--- src/common/hps_pkg.sv ---
// Constants, field layout and state codes of the haptic power-state control.
// Assumes a single 125 MHz clock and a register map reached over AXI4-Lite.
// =====================================================================
package hps_pkg;

    // =================================================================
    // Register map
    localparam logic [7:0] ADDR_CTRL = 8'h00;
    localparam logic [7:0] ADDR_TIMING = 8'h04;
    localparam logic [7:0] ADDR_STATUS = 8'h08;
    localparam logic [7:0] ADDR_IRQ_EN = 8'h0c;

    // =================================================================
    // Control fields
    localparam int GO_BIT = 0;
    localparam int MODE_LSB = 1;
    localparam int PINF_LSB = 3;
    localparam int ACT_BIT = 5;
    localparam int LOOP_BIT = 6;
    localparam int BBI_BIT = 7;
    localparam int OLB_BIT = 8;
    localparam int SHAPE_BIT = 9;
    localparam logic [31:0] CTRL_RST = 32'h0000_0000;
    localparam logic [31:0] CTRL_CFG_MASK = 32'h0000_03fe;
    localparam logic [31:0] CTRL_RW_MASK = 32'h0000_03ff;

    // Timing fields
    localparam int DRIVE_LSB = 0;
    localparam int DECAY_LSB = 8;
    localparam logic [31:0] TIMING_RST = 32'h0000_0110;
    localparam logic [31:0] TIMING_RW_MASK = 32'h0000_0f1f;

    // Status fields
    localparam int FLAG_DONE = 0;
    localparam int FLAG_OC = 1;
    localparam int FLAG_UV = 2;
    localparam int FLAG_OT = 3;
    localparam int STATE_LSB = 4;
    localparam logic [3:0] IRQ_EN_RST = 4'hf;

    // =================================================================
    // Modes and pin functions
    localparam logic [1:0] MODE_RTP = 2'h0;
    localparam logic [1:0] MODE_SEQ = 2'h1;
    localparam logic [1:0] MODE_DIAG = 2'h2;
    localparam logic [1:0] MODE_CAL = 2'h3;
    localparam logic [1:0] PINF_PULSE = 2'h0;
    localparam logic [1:0] PINF_LEVEL = 2'h1;
    localparam logic [1:0] PINF_IRQ = 2'h2;

    // =================================================================
    // Pin synchroniser slots
    localparam int NSYNC = 5;
    localparam int SYN_SHDN = 0;
    localparam int SYN_TRIG = 1;
    localparam int SYN_OC = 2;
    localparam int SYN_UV = 3;
    localparam int SYN_OT = 4;

    localparam logic [1:0] RESP_OKAY = 2'h0;
    localparam logic [1:0] RESP_SLVERR = 2'h2;

    typedef enum logic [4:0] {
        ST_OFF = 5'h01,
        ST_IDLE = 5'h02,
        ST_CHECK = 5'h04,
        ST_RUN = 5'h08,
        ST_BRAKE = 5'h10
    } hps_state_t;

endpackage

--- src/rtl/hps_power_ctrl.sv ---
// Power-state sequencer and process control for a haptic driver.
// Assumes analog detectors and the playback engine sit outside; pins are
// asynchronous and pass three-stage filters.
//
// Implementation choices: the register offsets and the AXI4-Lite interface to the registers.
`timescale 1ns/100ps
module hps_power_ctrl (
    // Clock and reset
    input logic aclk,
    input logic aresetn,
    // AXI4-Lite slave
    input logic [7:0] s_axi_awaddr,
    input logic s_axi_awvalid,
    output logic s_axi_awready,
    input logic [31:0] s_axi_wdata,
    input logic [3:0] s_axi_wstrb,
    input logic s_axi_wvalid,
    output logic s_axi_wready,
    output logic [1:0] s_axi_bresp,
    output logic s_axi_bvalid,
    input logic s_axi_bready,
    input logic [7:0] s_axi_araddr,
    input logic s_axi_arvalid,
    output logic s_axi_arready,
    output logic [31:0] s_axi_rdata,
    output logic [1:0] s_axi_rresp,
    output logic s_axi_rvalid,
    input logic s_axi_rready,
    // Device pins
    input logic shutdown_n_pin,
    input logic trigger_irq_pin_i,
    output logic trigger_irq_pin_o,
    output logic trigger_irq_pin_oe,
    // Critical condition detectors
    input logic overcurrent_det,
    input logic undervoltage_det,
    input logic overtemp_det,
    // Playback engine
    input logic proc_done,
    input logic bemf_moving,
    input logic brake_done,
    input logic wave_amp_negative,
    output logic proc_run,
    output logic [1:0] proc_mode,
    output logic brake_cmd,
    output logic output_stage_en,
    output logic resonant_wave_shape,
    output logic [4:0] drive_time,
    output logic [3:0] current_decay_time,
    // Power control
    output logic core_power_en,
    output logic active_power_en,
    output logic [2:0] power_state
);

    // =================================================================
    // Pin filters
    logic [hps_pkg::NSYNC-1:0] pin_in;
    logic [hps_pkg::NSYNC-1:0] s1_q, s2_q, s3_q, filt_q;

    assign pin_in = {overtemp_det, undervoltage_det, overcurrent_det,
                     trigger_irq_pin_i, shutdown_n_pin};

    genvar gi;
    generate
        for (gi = 0; gi < hps_pkg::NSYNC; gi++) begin : g_sync
            always_ff @(posedge aclk) begin
                if (!aresetn) begin
                    s1_q[gi] <= 1'b0;
                    s2_q[gi] <= 1'b0;
                    s3_q[gi] <= 1'b0;
                    filt_q[gi] <= 1'b0;
                end else begin
                    s1_q[gi] <= pin_in[gi];
                    s2_q[gi] <= s1_q[gi];
                    s3_q[gi] <= s2_q[gi];
                    if (s2_q[gi] == s3_q[gi]) begin
                        filt_q[gi] <= s3_q[gi];
                    end
                end
            end
        end
    endgenerate

    // Low shutdown pin holds registers, flags and state machine in reset; bus and pin filters keep running
    logic core_rst;
    assign core_rst = !aresetn || !filt_q[hps_pkg::SYN_SHDN];

    // =================================================================
    // Registers and bus
    hps_pkg::hps_state_t state_q;
    logic [31:0] ctrl_q, timing_q;
    logic [3:0] flags_q, irq_en_q;
    logic [7:0] awaddr_q;
    logic [31:0] wdata_q;
    logic [3:0] wstrb_q;
    logic aw_full_q, w_full_q, bvalid_q, rvalid_q;
    logic [1:0] bresp_q, rresp_q;
    logic [31:0] rdata_q;
    logic commit, rd_take, status_rd;
    logic [31:0] ctrl_new;
    logic cfg_change;

    function automatic logic [31:0] merge(input logic [31:0] old_v,
                                          input logic [31:0] new_v,
                                          input logic [3:0] strb);
        logic [31:0] r;
        r = old_v;
        for (int b = 0; b < 4; b++) begin
            if (strb[b]) begin
                r[8*b +: 8] = new_v[8*b +: 8];
            end
        end
        return r;
    endfunction

    assign s_axi_awready = !aw_full_q && !bvalid_q;
    assign s_axi_wready = !w_full_q && !bvalid_q;
    assign s_axi_arready = !rvalid_q;
    assign s_axi_bvalid = bvalid_q;
    assign s_axi_bresp = bresp_q;
    assign s_axi_rvalid = rvalid_q;
    assign s_axi_rresp = rresp_q;
    assign s_axi_rdata = rdata_q;

    assign commit = aw_full_q && w_full_q && !bvalid_q;
    assign rd_take = s_axi_arvalid && !rvalid_q;
    assign status_rd = rd_take && s_axi_araddr == hps_pkg::ADDR_STATUS;
    assign ctrl_new = merge(ctrl_q, wdata_q, wstrb_q)
                      & hps_pkg::CTRL_RW_MASK;
    // Writes while shut down still complete on the bus but are dropped, so defaults stay put
    assign cfg_change = commit && awaddr_q == hps_pkg::ADDR_CTRL
                        && ((ctrl_new ^ ctrl_q) & hps_pkg::CTRL_CFG_MASK)
                        != 32'h0;

    always_ff @(posedge aclk) begin
        if (!aresetn) begin
            aw_full_q <= 1'b0;
            w_full_q <= 1'b0;
            bvalid_q <= 1'b0;
            bresp_q <= hps_pkg::RESP_OKAY;
            awaddr_q <= 8'h00;
            wdata_q <= 32'h0;
            wstrb_q <= 4'h0;
        end else begin
            if (s_axi_awvalid && s_axi_awready) begin
                aw_full_q <= 1'b1;
                awaddr_q <= s_axi_awaddr;
            end
            if (s_axi_wvalid && s_axi_wready) begin
                w_full_q <= 1'b1;
                wdata_q <= s_axi_wdata;
                wstrb_q <= s_axi_wstrb;
            end
            if (commit) begin
                aw_full_q <= 1'b0;
                w_full_q <= 1'b0;
                bvalid_q <= 1'b1;
                bresp_q <= (awaddr_q == hps_pkg::ADDR_CTRL
                            || awaddr_q == hps_pkg::ADDR_TIMING
                            || awaddr_q == hps_pkg::ADDR_STATUS
                            || awaddr_q == hps_pkg::ADDR_IRQ_EN)
                           ? hps_pkg::RESP_OKAY : hps_pkg::RESP_SLVERR;
            end else if (bvalid_q && s_axi_bready) begin
                bvalid_q <= 1'b0;
            end
        end
    end

    always_ff @(posedge aclk) begin
        if (!aresetn) begin
            rvalid_q <= 1'b0;
            rdata_q <= 32'h0;
            rresp_q <= hps_pkg::RESP_OKAY;
        end else if (rd_take) begin
            rvalid_q <= 1'b1;
            rresp_q <= hps_pkg::RESP_OKAY;
            unique case (s_axi_araddr)
                hps_pkg::ADDR_CTRL: rdata_q <= ctrl_q;
                hps_pkg::ADDR_TIMING: rdata_q <= timing_q;
                hps_pkg::ADDR_STATUS: begin
                    rdata_q <= {25'h0, power_state, flags_q};
                end
                hps_pkg::ADDR_IRQ_EN: rdata_q <= {28'h0, irq_en_q};
                default: begin
                    rdata_q <= 32'h0;
                    rresp_q <= hps_pkg::RESP_SLVERR;
                end
            endcase
        end else if (s_axi_rready) begin
            rvalid_q <= 1'b0;
        end
    end

    // =================================================================
    // Configuration decode
    logic [1:0] pin_func, mode;
    logic pulse_mode, level_mode, irq_mode, closed_loop, need_brake;
    logic trig_prev_q, trig_rise, trig_fall, critical, in_active;

    assign mode = ctrl_q[hps_pkg::MODE_LSB +: 2];
    assign pin_func = ctrl_q[hps_pkg::PINF_LSB +: 2];
    // Code 3 falls back to pulse trigger so the pin has one role
    assign irq_mode = pin_func == hps_pkg::PINF_IRQ;
    assign level_mode = pin_func == hps_pkg::PINF_LEVEL;
    assign pulse_mode = !irq_mode && !level_mode;
    assign closed_loop = ctrl_q[hps_pkg::LOOP_BIT];
    assign trig_rise = filt_q[hps_pkg::SYN_TRIG] && !trig_prev_q;
    assign trig_fall = !filt_q[hps_pkg::SYN_TRIG] && trig_prev_q;
    assign critical = filt_q[hps_pkg::SYN_OC] || filt_q[hps_pkg::SYN_UV]
                      || filt_q[hps_pkg::SYN_OT];
    assign in_active = state_q == hps_pkg::ST_CHECK
                       || state_q == hps_pkg::ST_RUN
                       || state_q == hps_pkg::ST_BRAKE;
    // Calibration never brakes after a stop; open loop needs its own enable
    assign need_brake = ctrl_q[hps_pkg::BBI_BIT]
                        && (closed_loop || ctrl_q[hps_pkg::OLB_BIT])
                        && bemf_moving && mode != hps_pkg::MODE_CAL;

    // No reset: a pin already high after shutdown must not look like a rise
    always_ff @(posedge aclk) begin
        trig_prev_q <= filt_q[hps_pkg::SYN_TRIG];
    end

    // Registers return to defaults whenever the core is held off
    always_ff @(posedge aclk) begin
        if (core_rst) begin
            timing_q <= hps_pkg::TIMING_RST;
            irq_en_q <= hps_pkg::IRQ_EN_RST;
        end else if (commit) begin
            if (awaddr_q == hps_pkg::ADDR_TIMING) begin
                timing_q <= merge(timing_q, wdata_q, wstrb_q)
                            & hps_pkg::TIMING_RW_MASK;
            end
            if (awaddr_q == hps_pkg::ADDR_IRQ_EN && wstrb_q[0]) begin
                irq_en_q <= wdata_q[3:0];
            end
        end
    end

    // Go bit: host writes and pin triggers both steer it
    always_ff @(posedge aclk) begin
        if (core_rst) begin
            ctrl_q <= hps_pkg::CTRL_RST;
        end else begin
            if (in_active && state_q != hps_pkg::ST_BRAKE
                && critical) begin
                ctrl_q[hps_pkg::GO_BIT] <= 1'b0;
            end else if (state_q == hps_pkg::ST_RUN && proc_done) begin
                ctrl_q[hps_pkg::GO_BIT] <= 1'b0;
            end
            if (commit && awaddr_q == hps_pkg::ADDR_CTRL) begin
                ctrl_q <= ctrl_new;
                if (cfg_change && state_q == hps_pkg::ST_RUN) begin
                    ctrl_q[hps_pkg::GO_BIT] <= 1'b0;
                end
            end
            if (!irq_mode) begin
                if (trig_rise) begin
                    // A pulse while running is a stop trigger
                    ctrl_q[hps_pkg::GO_BIT] <= !(pulse_mode && in_active);
                end else if (level_mode && trig_fall) begin
                    ctrl_q[hps_pkg::GO_BIT] <= 1'b0;
                end
            end
        end
    end

    // =================================================================
    // Power state machine
    logic stop_req;
    assign stop_req = !ctrl_q[hps_pkg::GO_BIT] || cfg_change;

    always_ff @(posedge aclk) begin
        if (core_rst) begin
            state_q <= hps_pkg::ST_OFF;
        end else begin
            unique case (state_q)
                hps_pkg::ST_OFF: state_q <= hps_pkg::ST_IDLE;
                hps_pkg::ST_IDLE: begin
                    if (ctrl_q[hps_pkg::GO_BIT]) begin
                        state_q <= hps_pkg::ST_CHECK;
                    end
                end
                hps_pkg::ST_CHECK: begin
                    state_q <= critical ? hps_pkg::ST_IDLE
                                        : hps_pkg::ST_RUN;
                end
                hps_pkg::ST_RUN: begin
                    if (critical) begin
                        state_q <= hps_pkg::ST_IDLE;
                    end else if (stop_req || proc_done) begin
                        state_q <= need_brake ? hps_pkg::ST_BRAKE
                                              : hps_pkg::ST_IDLE;
                    end
                end
                hps_pkg::ST_BRAKE: begin
                    if (critical || brake_done) begin
                        state_q <= hps_pkg::ST_IDLE;
                    end
                end
                default: state_q <= hps_pkg::ST_OFF;
            endcase
        end
    end

    // =================================================================
    // Sticky flags, cleared by a status read; a new event wins
    logic [3:0] flag_set;
    logic irq_q;
    assign flag_set[hps_pkg::FLAG_DONE] = state_q == hps_pkg::ST_RUN
        && proc_done && !critical && !stop_req
        && mode != hps_pkg::MODE_RTP;
    // Detectors are only watched in the active states
    assign flag_set[hps_pkg::FLAG_OC] = in_active
        && filt_q[hps_pkg::SYN_OC];
    assign flag_set[hps_pkg::FLAG_UV] = in_active && filt_q[hps_pkg::SYN_UV];
    assign flag_set[hps_pkg::FLAG_OT] = in_active && filt_q[hps_pkg::SYN_OT];

    always_ff @(posedge aclk) begin
        if (core_rst) begin
            flags_q <= 4'h0;
            irq_q <= 1'b0;
        end else begin
            flags_q <= (status_rd ? 4'h0 : flags_q) | flag_set;
            irq_q <= irq_mode && (((status_rd ? 4'h0 : flags_q)
                     | flag_set) & irq_en_q) != 4'h0;
        end
    end

    // =================================================================
    // Outputs
    assign trigger_irq_pin_o = 1'b0;
    assign trigger_irq_pin_oe = irq_q;
    assign proc_run = state_q == hps_pkg::ST_RUN;
    assign proc_mode = mode;
    assign brake_cmd = state_q == hps_pkg::ST_BRAKE
        || (proc_run && ctrl_q[hps_pkg::OLB_BIT]
            && wave_amp_negative);
    assign output_stage_en = (proc_run || state_q == hps_pkg::ST_BRAKE)
                             && !filt_q[hps_pkg::SYN_OC];
    assign resonant_wave_shape = ctrl_q[hps_pkg::SHAPE_BIT]
        && !ctrl_q[hps_pkg::ACT_BIT] && !closed_loop;
    assign drive_time = timing_q[hps_pkg::DRIVE_LSB +: 5];
    assign current_decay_time = timing_q[hps_pkg::DECAY_LSB +: 4];
    assign core_power_en = state_q != hps_pkg::ST_OFF;
    assign active_power_en = in_active;
    assign power_state = {in_active, state_q == hps_pkg::ST_IDLE,
                          state_q == hps_pkg::ST_OFF};
endmodule

--- config.mk ---
export PLATFORM = sky130hd
export DESIGN_NAME = hps_power_ctrl
export DESIGN_NICKNAME = d
export VERILOG_FILES = /design/src/common/hps_pkg.sv /design/src/rtl/hps_power_ctrl.sv
export SDC_FILE = /design/constraint.sdc
export NUM_CORES = 1
export LEC_CHECK = 0
export ABC_CLOCK_PERIOD_IN_PS = 1700
export BUFFER_PORTS_ARGS = -buffer_cell sky130_fd_sc_hd__buf_2
export CELL_PAD_IN_SITES_DETAIL_PLACEMENT = 0
export CELL_PAD_IN_SITES_GLOBAL_PLACEMENT = 1
export CORE_ASPECT_RATIO = 1.5
export CORE_UTILIZATION = 34
export CTS_BUF_LIST = sky130_fd_sc_hd__clkbuf_16
export DETAILED_ROUTE_END_ITERATION = 8
export PLACE_DENSITY_LB_ADDON = 0.12
export REMOVE_ABC_BUFFERS = 1
export SYNTH_ARGS = -nofsm -noshare
export SYNTH_HDL_FRONTEND = slang
export SYNTH_SLANG_ARGS = --single-unit
--- constraint.sdc ---
create_clock -name aclk -period 1.7 [get_ports aclk]
set_input_delay 0.34 -clock aclk [delete_from_list [all_inputs] [get_ports aclk]]
set_output_delay 0.34 -clock aclk [all_outputs]
set_load 0.01 [all_outputs]
==> results of run 1 <==
[worst max-delay path, stage by stage, from the launching register on]
cell                        delay (ns)
sky130_fd_sc_hd__dfxtp_2          0.34
sky130_fd_sc_hd__or2_4            0.28
sky130_fd_sc_hd__a2111oi_4        0.32
sky130_fd_sc_hd__buf_4            0.16
sky130_fd_sc_hd__buf_2            0.11
[area by class of cell]
cell class | count | area [um2]
well taps | 153 | 191
clock buffers | 9 | 225
fillers | 1231 | 6380
clock inverters | 6 | 87.6
repair buffers | 152 | 981
multi-input cells | 336 | 2270
inverters | 10 | 37.5
flip-flops and latches | 94 | 1910
[cell families after synthesis]
family | Yosys count | synth area share
and+or+nand+nor | 181 | 0.211
adders and majority gates | 2 | 0.00587
DFF | 94 | 0.442
muxes | 31 | 0.0866
xor gates and xnor gates | 10 | 0.0206
AOI/OAI and AO/OA | 89 | 0.158
buffers and inverters | 58 | 0.0752
other | 1 | 0.000880
[power breakdown]
part           internal [mW]  leakage (nW)  switching, mW
Clock                   1.28         0.155          0.829
Sequential              2.26         0.771         0.0503
Combinational          0.193          1.56          0.226
Total                   3.73          2.49           1.11
[registers in the layout (all words and copies together) (netlist names)]
register            cells
aw_full_q               1
awaddr_q                8
ctrl_q                 10
filt_q                  5
flags_q                 4
irq_en_q                4
s1_q                    5
s2_q                    5
s3_q                    5
s_axi_bresp             1
s_axi_bvalid            1
s_axi_rdata            12
s_axi_rresp             1
s_axi_rvalid            1
state_q                 5
timing_q                9
trig_prev_q             1
trigger_irq_pin_oe      1
w_full_q                1
wdata_q                12
wstrb_q                 2
[placed cells by master (no fill, tap or decap), drive strengths merged, types with 8 or more instances in the layout]
master	count
buf	152
dfxtp	94
nand2	81
a21boi	32
nor2	31
conb	23
mux2i	23
and2	20
o21ai	19
a22oi	12
nor2b	12
inv	10
clkbuf	9
nand3	8
[per-stage QoR]
step / area [um2] / worst slack [ns]
final: 5700 / -0.191
after global routing: 5700 / -0.272
after CTS: 5530 / -0.259
after detailed placement: 5130 / -0.143
after global placement: 5130 / -0.107
after floorplan: 4060 / -0.0891
[worst paths after layout]
check	slack (ns)	endpoint	start
max	-0.19	active_power_en	state_q[2]
min	0.21	s1_q[3]	undervoltage_det
max reg2reg	-0.05	ctrl_q[0]	aw_full_q
min reg2reg	0.43	s2_q[0]	s1_q[0]
[per-layer routing]
layer / track usage / part of all wire / vias up / wire [um]
li1: - / - / 1829 / -
met5: 0 / 0 / - / 0
met4: 0.0534 / 0.012 / 0 / 133
met3: 0.0367 / 0.041 / 8 / 456
met2: 0.319 / 0.53 / 70 / 5950
met1: 0.201 / 0.41 / 1695 / 4610
[cell usage after synthesis (2+ instances only)]
master                      n  share of area
sky130_fd_sc_hd__o21ai_0   19          0.022
sky130_fd_sc_hd__a32oi_1    3         0.0062
sky130_fd_sc_hd__nor3b_1    2         0.0035
sky130_fd_sc_hd__buf_4     26          0.046
sky130_fd_sc_hd__inv_1     10         0.0088
sky130_fd_sc_hd__o41ai_2    2         0.0076
sky130_fd_sc_hd__nor4_1     3         0.0044
sky130_fd_sc_hd__mux2i_1   22          0.052
sky130_fd_sc_hd__o21a_1     2         0.0035
sky130_fd_sc_hd__a21boi_0  31          0.055
sky130_fd_sc_hd__ha_1       2         0.0059
sky130_fd_sc_hd__o31ai_1    2         0.0035
sky130_fd_sc_hd__a21oi_1    5         0.0059
sky130_fd_sc_hd__xor2_1     5          0.010
sky130_fd_sc_hd__nor4b_1    2         0.0041
sky130_fd_sc_hd__nor4_4     2          0.010
sky130_fd_sc_hd__nor2b_1   11          0.016
sky130_fd_sc_hd__buf_2      3         0.0035
sky130_fd_sc_hd__nand4b_1   2         0.0041
sky130_fd_sc_hd__and2_1    19          0.028
sky130_fd_sc_hd__nand3b_1   2         0.0035
sky130_fd_sc_hd__mux4_2     4          0.021
sky130_fd_sc_hd__or3_1      5         0.0073
sky130_fd_sc_hd__dfxtp_1   94           0.44
sky130_fd_sc_hd__nor3_1     4         0.0047
sky130_fd_sc_hd__nand4_1    2         0.0029
sky130_fd_sc_hd__o211a_1    3         0.0070
sky130_fd_sc_hd__nor2_1    31          0.027
sky130_fd_sc_hd__a22oi_1   12          0.021
sky130_fd_sc_hd__xnor2_1    5          0.010
sky130_fd_sc_hd__mux2_2     4          0.011
sky130_fd_sc_hd__nand3_1    8         0.0094
sky130_fd_sc_hd__nand2_1   80          0.070
sky130_fd_sc_hd__clkbuf_1  17          0.015
[what timing repair did]
| item | 4_1_cts | 5_1_grt |
|---|---|---|
| hold buffers | 0 | 0 |
| setup buffers | 2 | 7 |
| pin swaps | 14 | 13 |
| resized for setup | 26 | 29 |
| endpoints found under the setup margin | 37 | 36 |
| gates cloned | 0 | 0 |
==> impl_metrics.sql, run 1 <==
INSERT INTO impl_metrics (metric_group, metric, value, unit) VALUES
('synthesis', 'synth_ff_type', 'sky130_fd_sc_hd__dfxtp_1', ''),
('drt', 'avgRoutedWirePerCell', '14.7', 'um'),
('power', 'power_density', '849', 'nW/um2'),
('clocking', 'clkLatencyLatePin', '0.34', 'ns'),
('synthesis', 'number_of_flip_flops_and_latches_in_the_synthesized_netlist', '94', ''),
('drt', 'drtAntennaViolNets', '0', ''),
('place', 'place_congestion', '0.782', ''),
('worst_setup_path', 'worstSetupEndpointType', 'output pin', ''),
('floorplan', 'start_util', '0.353', ''),
('synthesis', 'postSynthCellCount', '466', ''),
('floorplan', 'placement_rows', '49', ''),
('worst_setup_path', 'reg2regPathDepth', '7', ''),
('floorplan', 'die_y', '139', 'um'),
('min_path', 'min_path_type', 'in2reg', ''),
('timing', 'setup_violations', '13', ''),
('outcome', 'violated_checks', 'setup timing', ''),
('synthesis', 'syn_area_per_cell', '9.14', 'um2'),
('cells_and_area', 'area_delta_synth_final', '33.8', '%'),
('power', 'p_leak', '2.49', 'nW'),
('timing', 'max_slew_margin', '0.637', ''),
('power', 'irDropWorstVdd', '0.576', 'mV'),
('clocking', 'root_buffer', 'sky130_fd_sc_hd__clkbuf_16', ''),
('worst_setup_path', 'worst_path_arrival_time', '1.55', 'ns'),
('grt', 'grt_max_degree', '62', ''),
('worst_setup_path', 'criticalPathCategory', 'reg2out', ''),
('drt', 'detailroute.via_count', '3602', ''),
('cells_and_area', 'final_util', '0.472', ''),
('timing', 'fin_skew', '0.00761', 'ns'),
('job', 'cap_violations', '0', ''),
('timing', 'hold_violations', '0', ''),
('floorplan', 'io_pins', '131', ''),
('drt', 'drt_iter0_drc', '169', ''),
('timing', 'timing_worst_slew_pin_value', '0.544', 'ns'),
('clocking', 'clock_sink_count', '94', ''),
('cells_and_area', 'post_layout_nonfiller_instances', '760', ''),
('place', 'hpwl', '8570', 'um'),
('timing', 'rsz0062_at_grt', 'yes', ''),
('timing', 'worst_slack', '-0.191', 'ns'),
('clocking', 'cts_tree', 'built', ''),
('timing', 'hold_slack', '0.206', 'ns'),
('grt', 'global_route_wire_length_before_repair', '17500', 'um'),
('synthesis', 'netlist_area', '4260', 'um2'),
('synthesis', 'number_of_flops_mapped_to_enable_cells_by_yosys', '0', ''),
('power', 'power.total', '4.84', 'mW'),
('drt', 'post-route-drc-count', '0', ''),
('timing', 'totalNegativeSetupSlack', '-1.04', 'ns'),
('grt', 'number_of_antenna_violations_at_the_first_check_in_global_routing', '0', ''),
('timing', 'period_share', '1.11', ''),
('place', 'io_buffers', '85', ''),
('clocking', 'cts.path.max_buffers', '2', ''),
('synthesis', 'ys_seq_area_frac', '0.442', ''),
('timing', 'fin_crit', '1.89', 'ns'),
('synthesis', 'ys_async_sr_fraction', '0', ''),
('drt', 'detail_route.first_pass.iterations', '4', ''),
('min_path', 'min_path_cells', '2', ''),
('worst_setup_path', 'critical_path_peak_fanout', '5', ''),
('timing', 'slew_violations', '0', ''),
('drt', 'routed_wl', '11100', 'um'),
('outcome', 'status', 'finished, violations left', ''),
('cells_and_area', 'final_layout_net_count', '673', ''),
('cells_and_area', 'fraction_of_layout_instances_using_a_drive_strength_above_1', '0.356', ''),
('drt', 'vias_per_cell', '4.74', ''),
('place', 'placed_cells', '737', ''),
('worst_setup_path', 'critPathLaunchType', 'register', ''),
('worst_setup_path', 'worst_ep_required_time', '1.36', 'ns'),
('floorplan', 'area_of_the_die', '13000', 'um2'),
('synthesis', 'ys_types', '56', ''),
('floorplan', 'standard_cell_core_area', '12100', 'um2'),
('timing', 'fmax', '529', 'MHz'),
('grt', 'grt_pass1_vias', '3399', ''),
('clocking', 'number_of_cts_inserted_buffers', '9', ''),
('grt', 'grt_overflow_total', '0', ''),
('clocking', 'clk_pin_slew', '0.07', 'ns'),
('grt', 'globalRouteTotalUtil', '0.175', ''),
('cells_and_area', 'antenna_cell_count', '0', ''),
('floorplan', 'die_width', '93.4', 'um'),
('synthesis', 'yosysWarnings', '0', ''),
('clocking', 'cts-htree-levels', '3', '');
Power figures use the tool's default switching activity.
==> run 2: changes to the inputs <==
--- a/config.mk
+++ b/config.mk
@@ -10,10 +10,11 @@
 export CELL_PAD_IN_SITES_DETAIL_PLACEMENT = 0
 export CELL_PAD_IN_SITES_GLOBAL_PLACEMENT = 1
 export CORE_ASPECT_RATIO = 1.5
+export CORE_MARGIN = 2
 export CORE_UTILIZATION = 34
 export CTS_BUF_LIST = sky130_fd_sc_hd__clkbuf_16
 export DETAILED_ROUTE_END_ITERATION = 8
-export PLACE_DENSITY_LB_ADDON = 0.12
+export PLACE_DENSITY = 0.76
 export REMOVE_ABC_BUFFERS = 1
 export SYNTH_ARGS = -nofsm -noshare
 export SYNTH_HDL_FRONTEND = slang
==> run 2 against run 1 <==
- clock skew is essentially flat
- critical path type unchanged
- sequential power about the same
- first-iteration DRC count decreased by 3.0%
- sequential share of layout area shrank 0.71 points
- critical path depth did not move
- final cell count up 1.3%
- total power is 1.2% lower
- die area rose by 3.6%
- the run still ends with setup timing left
- flip-flop and latch count stayed put
- clock power is 2% lower
- final area rose by 2.3%
- count of clock-buffer cells in the layout did not move
==> impl_metrics.sql, run 2 (synthesis gave the netlist of run 1 again) <==
INSERT INTO impl_metrics (metric_group, metric, value, unit) VALUES
('outcome', 'status', 'finished, violations left', ''),
('outcome', 'violated_checks', 'setup timing', ''),
('clocking', 'number_of_cts_inserted_buffers', '9', ''),
('worst_setup_path', 'r2r-end', 'trigger_irq_pin_oe', ''),
('worst_setup_path', 'slowest_stage', 'sky130_fd_sc_hd__dfxtp_4', ''),
('drt', 'routed_wl', '11200', 'um'),
('drt', 'drt-met1-wl', '4420', 'um'),
('worst_setup_path', 'critical_path_peak_fanout', '5', ''),
('worst_setup_path', 'worstSetupEndpointType', 'output pin', ''),
('grt', 'grt_pass1_vias', '3676', ''),
('timing', 'max_slew_margin', '0.642', ''),
('timing', 'timing_worst_slew_pin_value', '0.535', 'ns'),
('clocking', 'cts.path.max_buffers', '2', ''),
('worst_setup_path', 'worst_path_arrival_time', '1.59', 'ns'),
('worst_setup_path', 'timing.rr.start', 'aw_full_q', ''),
('cells_and_area', 'most_used_cells_in_the_layout_excluding_fill_and_tap_cells', 'sky130_fd_sc_hd__dfxtp_1, sky130_fd_sc_hd__buf_2, sky130_fd_sc_hd__nand2_1, sky130_fd_sc_hd__buf_4, sky130_fd_sc_hd__a21boi_0', ''),
('cells_and_area', 'final_common_cell', 'sky130_fd_sc_hd__dfxtp_1', ''),
('min_path', 'worstHoldStart', 'undervoltage_det', ''),
('floorplan', 'die_y', '141', 'um'),
('floorplan', 'standard_cell_core_area', '12400', 'um2'),
('drt', 'post-route-drc-count', '0', ''),
('grt', 'number_of_antenna_violations_at_the_first_check_in_global_routing', '0', ''),
('timing', 'period_share', '1.13', ''),
('job', 'cap_violations', '0', ''),
('timing', 'hold_violations', '0', ''),
('drt', 'met3_length', '466', 'um'),
('timing', 'slew_violations', '0', ''),
('worst_setup_path', 'worst_ep_required_time', '1.36', 'ns'),
('power', 'power.total', '4.78', 'mW'),
('drt', 'highest_layer', 'met4', ''),
('worst_setup_path', 'crit_path_cell_trace', 'or2_4 -> a2111oi_4 -> buf_4 -> buf_6', ''),
('grt', 'grt_overflow_total', '0', ''),
('timing', 'fmax', '519', 'MHz'),
('drt', 'vias_per_cell', '4.80', ''),
('min_path', 'whs_endpoint', 's1_q[3]', ''),
('cells_and_area', 'final_layout_net_count', '679', ''),
('worst_setup_path', 'timing.reg2reg.setup_slack', '-0.12', 'ns'),
('drt', 'drtAntennaViolNets', '0', ''),
('place', 'io_buffers', '85', ''),
('cells_and_area', 'num-fill-cells', '1209', ''),
('grt', 'global_route_wire_length_before_repair', '17600', 'um'),
('clocking', 'root_buffer', 'sky130_fd_sc_hd__clkbuf_16', ''),
('place', 'place_congestion', '0.837', ''),
('drt', 'avgRoutedWirePerCell', '14.5', 'um'),
('place', 'hpwl', '8290', 'um'),
('cells_and_area', 'antenna_cell_count', '0', ''),
('power', 'irDropWorstVdd', '0.538', 'mV'),
('floorplan', 'io_pins', '131', ''),
('clocking', 'clk_pin_slew', '0.07', 'ns'),
('grt', 'globalRouteTotalUtil', '0.169', ''),
('timing', 'setup_violations', '15', ''),
('floorplan', 'start_util', '0.344', ''),
('clocking', 'cts_tree', 'built', ''),
('drt', 'detailroute.via_count', '3696', ''),
('worst_setup_path', 'critPathLaunchType', 'register', ''),
('timing', 'worst_slack', '-0.229', 'ns'),
('cells_and_area', 'area_delta_synth_final', '36.9', '%'),
('grt', 'grt_max_degree', '60', ''),
('clocking', 'clkLatencyLatePin', '0.35', 'ns'),
('power', 'power_density', '819', 'nW/um2'),
('place', 'placedInstanceArea', '5050', 'um2'),
('drt', 'detail_route.first_pass.iterations', '4', ''),
('floorplan', 'placement_rows', '50', ''),
('clocking', 'clock_sink_count', '94', ''),
('cells_and_area', 'post_layout_nonfiller_instances', '770', ''),
('drt', 'drt_iter0_drc', '164', ''),
('timing', 'fin_skew', '0.00802', 'ns'),
('worst_setup_path', 'cp_num_buf_inv', '2', ''),
('power', 'p_leak', '2.53', 'nW'),
('cells_and_area', 'fraction_of_layout_instances_using_a_drive_strength_above_1', '0.378', ''),
('floorplan', 'die_width', '95.4', 'um'),
('worst_setup_path', 'reg2regPathDepth', '6', ''),
('timing', 'rsz0062_at_grt', 'yes', ''),
('place', 'detailedPlace.worstSlack', '-0.162', 'ns'),
('worst_setup_path', 'crit_path_max_incr_delay', '0.37', 'ns'),
('min_path', 'min_path_type', 'in2reg', ''),
('worst_setup_path', 'criticalPathCategory', 'reg2out', ''),
('cells_and_area', 'post-route-cell-area', '5830', 'um2'),
('drt', 'met2_wirelength', '6060', 'um'),
('place', 'placed_cells', '730', ''),
('timing', 'fin_crit', '1.93', 'ns'),
('clocking', 'cts-htree-levels', '3', ''),
('floorplan', 'area_of_the_die', '13500', 'um2'),
('min_path', 'min_path_cells', '2', ''),
('worst_setup_path', 'critical-path-top-delay-family', 'flip-flops', '');
-- run 2: how the worst max path moves through the flow --
stage / start / to / cells after the start
after floorplan: s_axi_bvalid / trigger_irq_pin_oe / 5
final: state_q[2] / active_power_en / 4
after detailed placement: w_full_q / trigger_irq_pin_oe / 6
after CTS: state_q[3] / active_power_en / 5
after global routing: state_q[2] / power_state[1] / 6
after global placement: w_full_q / trigger_irq_pin_oe / 6
-- run 2: layout make-up --
class                      instances  area, um2  share of cell area
tap                              156        195              0.0335
sequential                        94       1910               0.327
inverter                          10       40.0             0.00686
clock inverter                     7       80.1              0.0137
timing repair buffer             158       1050               0.180
multi-input combinational        336       2340               0.400
clock buffer                       9        225              0.0386
-- run 2: worst reg2reg max path: cells and delay by family (launching register included) --
family                 cells  cell delay [ns]
AOI/OAI and AO/OA          2             0.57
buffers and inverters      1             0.04
DFF                        1             0.34
and+or+nand+nor            3             0.77
-- run 2: routing by layer --
metal  vias to the layer above  track usage
met1                      1746        0.186
met2                        90        0.315
met3                        16       0.0278
li1                       1844            -
met4                         0       0.0602
met5                         -            0
-- run 2: per-stage QoR --
stage / hold slack [ns] / utilization / setup TNS [ns]
4_1_cts: 0.185 / 0.450 / -1.55
3_3_place_gp: 0.415 / 0.408 / -1.18
3_5_place_dp: 0.422 / 0.408 / -2.33
6_report: 0.195 / 0.471 / -1.88
5_1_grt: 0.202 / 0.471 / -5.07
2_1_floorplan: 0.378 / - / -0.708
-- run 2: power breakdown --
part	total (mW)	switching [mW]	internal [mW]
Sequential	2.31	0.0517	2.26
Clock	2.06	0.893	1.16
Combinational	0.416	0.223	0.193
Total	4.78	1.17	3.61
-- run 2: what timing repair did --
item                                   4_1_cts  5_1_grt
pin swaps                                   10       22
endpoints found under the hold margin        0        0
hold buffers                                 0        0
setup endpoints to repair                   34       38
buffers inserted                            12       13
resized for setup                           35       39
==> run 3: changes to the inputs <==
--- a/config.mk
+++ b/config.mk
@@ -14,7 +14,9 @@
 export CORE_UTILIZATION = 34
 export CTS_BUF_LIST = sky130_fd_sc_hd__clkbuf_16
 export DETAILED_ROUTE_END_ITERATION = 8
+export MAX_ROUTING_LAYER = met4
 export PLACE_DENSITY = 0.76
+export RECOVER_POWER = 50
 export REMOVE_ABC_BUFFERS = 1
 export SYNTH_ARGS = -nofsm -noshare
 export SYNTH_HDL_FRONTEND = slang
==> run 3 against run 2 <==
- the run still ends with setup timing left
- sequential share of layout area grew 0.054 points
- clock skew down 0.0011 ns
- final area is 0.49% lower
- worst hold slack gained 0.00050 ns
- total power up 0.17%
- global-route usage increased by 0.55 points
- register-to-register slack improved by 0.07 ns
- utilization down 0.23 points
- sequential power is essentially flat
- wire length grew 0.77%
- critical path type unchanged
==> impl_metrics.sql, run 3 (synthesis gave the netlist of run 1 again) <==
INSERT INTO impl_metrics (metric_group, metric, value, unit) VALUES
('grt', 'grt_max_degree', '60', ''),
('outcome', 'status', 'finished, violations left', ''),
('power', 'clock_power_share', '0.430', ''),
('drt', 'detailroute.via_count', '3724', ''),
('grt', 'globalRouteTotalUtil', '0.174', ''),
('worst_setup_path', 'slowest_stage', 'sky130_fd_sc_hd__dfxtp_4', ''),
('worst_setup_path', 'worstSetupEndpointType', 'output pin', ''),
('drt', 'post-route-drc-count', '0', ''),
('timing', 'rsz0062_at_grt', 'yes', ''),
('clocking', 'number_of_cts_inserted_buffers', '9', ''),
('cells_and_area', 'num-fill-cells', '1198', ''),
('job', 'cap_violations', '0', ''),
('drt', 'routed_wl', '11300', 'um'),
('worst_setup_path', 'critical_path_peak_fanout', '4', ''),
('cells_and_area', 'final_util', '0.469', ''),
('min_path', 'min_path_type', 'in2reg', ''),
('power', 'netSwitchingFraction', '0.246', ''),
('floorplan', 'placement_rows', '50', ''),
('drt', 'vias_per_cell', '4.84', ''),
('place', 'placedInstanceArea', '5060', 'um2'),
('power', 'irDropWorstVdd', '0.495', 'mV'),
('timing', 'slew_violations', '0', ''),
('clocking', 'clock_sink_count', '94', ''),
('worst_setup_path', 'worst_path_arrival_time', '1.65', 'ns'),
('drt', 'drt_iter0_drc', '135', ''),
('cells_and_area', 'most_used_cells_in_the_layout_excluding_fill_and_tap_cells', 'sky130_fd_sc_hd__dfxtp_1, sky130_fd_sc_hd__nand2_1, sky130_fd_sc_hd__buf_4, sky130_fd_sc_hd__buf_2, sky130_fd_sc_hd__a21boi_0', ''),
('clocking', 'cts-htree-levels', '3', ''),
('power', 'power_density', '825', 'nW/um2'),
('cells_and_area', 'area_delta_synth_final', '36.2', '%'),
('power', 'p_leak', '2.44', 'nW'),
('power', 'power.total', '4.79', 'mW'),
('clocking', 'cts.path.max_buffers', '2', ''),
('clocking', 'cts_tree', 'built', ''),
('timing', 'fin_crit', '1.99', 'ns'),
('drt', 'detail_route.first_pass.iterations', '4', ''),
('place', 'place_congestion', '0.847', ''),
('place', 'detailedPlace.worstSlack', '-0.173', 'ns'),
('cells_and_area', 'post-route-cell-area', '5800', 'um2'),
('floorplan', 'start_util', '0.344', ''),
('timing', 'timing_worst_slew_pin_value', '0.914', 'ns'),
('grt', 'number_of_antenna_violations_at_the_first_check_in_global_routing', '0', ''),
('outcome', 'violated_checks', 'setup timing', ''),
('clocking', 'clk_pin_slew', '0.07', 'ns'),
('worst_setup_path', 'crit_path_cell_trace', 'or2_4 -> a2111oi_4 -> buf_4 -> buf_6', ''),
('floorplan', 'standard_cell_core_area', '12400', 'um2'),
('timing', 'fin_skew', '0.00694', 'ns'),
('worst_setup_path', 'criticalPathCategory', 'reg2out', ''),
('timing', 'max_slew_margin', '0.391', ''),
('floorplan', 'die_y', '141', 'um'),
('clocking', 'clkLatencyLatePin', '0.34', 'ns'),
('grt', 'global_route_wire_length_before_repair', '17600', 'um'),
('timing', 'worst_slack', '-0.289', 'ns'),
('power', 'power.share.combinational', '0.088', ''),
('power', 'switchingPower', '1.18', 'mW'),
('drt', 'avgRoutedWirePerCell', '14.6', 'um'),
('worst_setup_path', 'crit_path_max_incr_delay', '0.38', 'ns'),
('worst_setup_path', 'critical-path-top-delay-family', 'flip-flops', ''),
('place', 'hpwl', '8310', 'um'),
('timing', 'hold_violations', '0', ''),
('drt', 'drtAntennaViolNets', '0', ''),
('grt', 'grt_pass1_vias', '3590', ''),
('cells_and_area', 'antenna_cell_count', '0', ''),
('floorplan', 'area_of_the_die', '13500', 'um2'),
('timing', 'hold_slack', '0.196', 'ns'),
('power', 'seqPwrFrac', '0.483', ''),
('floorplan', 'die_width', '95.4', 'um'),
('timing', 'period_share', '1.17', ''),
('clocking', 'root_buffer', 'sky130_fd_sc_hd__clkbuf_16', ''),
('clocking', 'postCtsHoldBufs', '0', ''),
('power', 'internal_power_contribution', '3.61', 'mW'),
('cells_and_area', 'fraction_of_layout_instances_using_a_drive_strength_above_1', '0.331', ''),
('cells_and_area', 'final_layout_net_count', '678', ''),
('worst_setup_path', 'worst_ep_required_time', '1.36', 'ns'),
('floorplan', 'io_pins', '131', ''),
('grt', 'grt_overflow_total', '0', ''),
('worst_setup_path', 'cp_num_buf_inv', '2', ''),
('cells_and_area', 'final_common_cell', 'sky130_fd_sc_hd__dfxtp_1', ''),
('worst_setup_path', 'critPathLaunchType', 'register', ''),
('timing', 'fmax', '503', 'MHz'),
('timing', 'setup_violations', '18', ''),
('place', 'io_buffers', '85', ''),
('worst_setup_path', 'timing.reg2reg.setup_slack', '-0.05', 'ns');
[run 3: changes by cell type in the layout (fill, tap and decap cells not counted), moves of 2 or more]
cell,before,now
sky130_fd_sc_hd__buf_6,14,16
sky130_fd_sc_hd__clkbuf_1,0,26
sky130_fd_sc_hd__nand3_2,3,1
sky130_fd_sc_hd__buf_2,81,53
sky130_fd_sc_hd__dfxtp_2,6,4
sky130_fd_sc_hd__dfxtp_1,83,86
sky130_fd_sc_hd__nand2_1,78,76
[run 3: power groups by stage]
stage / clock network [mW] / registers, mW / logic [mW]
final: 2.06 / 2.31 / 0.420
after global routing: 2.19 / 2.32 / 0.467
after CTS: 2.10 / 2.30 / 0.395
after detailed placement: 0 / 2.36 / 0.375
after global placement: 0 / 2.35 / 0.368
after floorplan: 0 / 2.35 / 0.185
[run 3: layout make-up]
class | instances | area [um2] | area share
Inverter | 10 | 40.0 | 0.00690
Tap cell | 156 | 195 | 0.0336
Multi-Input combinational cell | 336 | 2360 | 0.406
Clock buffer | 9 | 225 | 0.0388
Sequential cell | 94 | 1900 | 0.328
Clock inverter | 7 | 78.8 | 0.0136
Timing Repair Buffer | 157 | 1010 | 0.173
[run 3: stage by stage]
| step | TNS (ns) | std cells |
|---|---|---|
| 6_report | -1.75 | 769 |
| 5_1_grt | -3.45 | 769 |
| 4_1_cts | -1.65 | 764 |
| 3_5_place_dp | -2.61 | 732 |
| 3_3_place_gp | -1.73 | 732 |
| 2_1_floorplan | -0.708 | 440 |
[run 3: path summary, 6_finish.rpt]
check             cells past startpoint                  to        startpoint
setup / recovery                      4     active_power_en        state_q[2]
hold / removal                        2             s1_q[3]  undervoltage_det
setup reg to reg                      6  trigger_irq_pin_oe         aw_full_q
hold reg to reg                       1             s2_q[1]           s1_q[1]
[run 3: repair_timing]
| item | in CTS | in global routing |
|---|---|---|
| endpoints found under the setup margin | 37 | 39 |
| resized for setup | 39 | 38 |
| pin swaps | 16 | 25 |
| setup buffers | 18 | 6 |
[run 3: layer usage]
metal  GRT usage  up-vias  routed length, um
met3      0.0310       22                436
met2       0.299      101               6020
li1            -     1835                  -
met4      0.0782        0                345
met1       0.194     1766               4460
met5           -        -                  0
[run 3: worst register-to-register path: cells and delay by family, from the launching register on]
family / cells / cell delay, ns
and+or+nand+nor: 3 / 0.75
buffers and inverters: 1 / 0.04
AOI/OAI and AO/OA: 2 / 0.53
DFF: 1 / 0.34
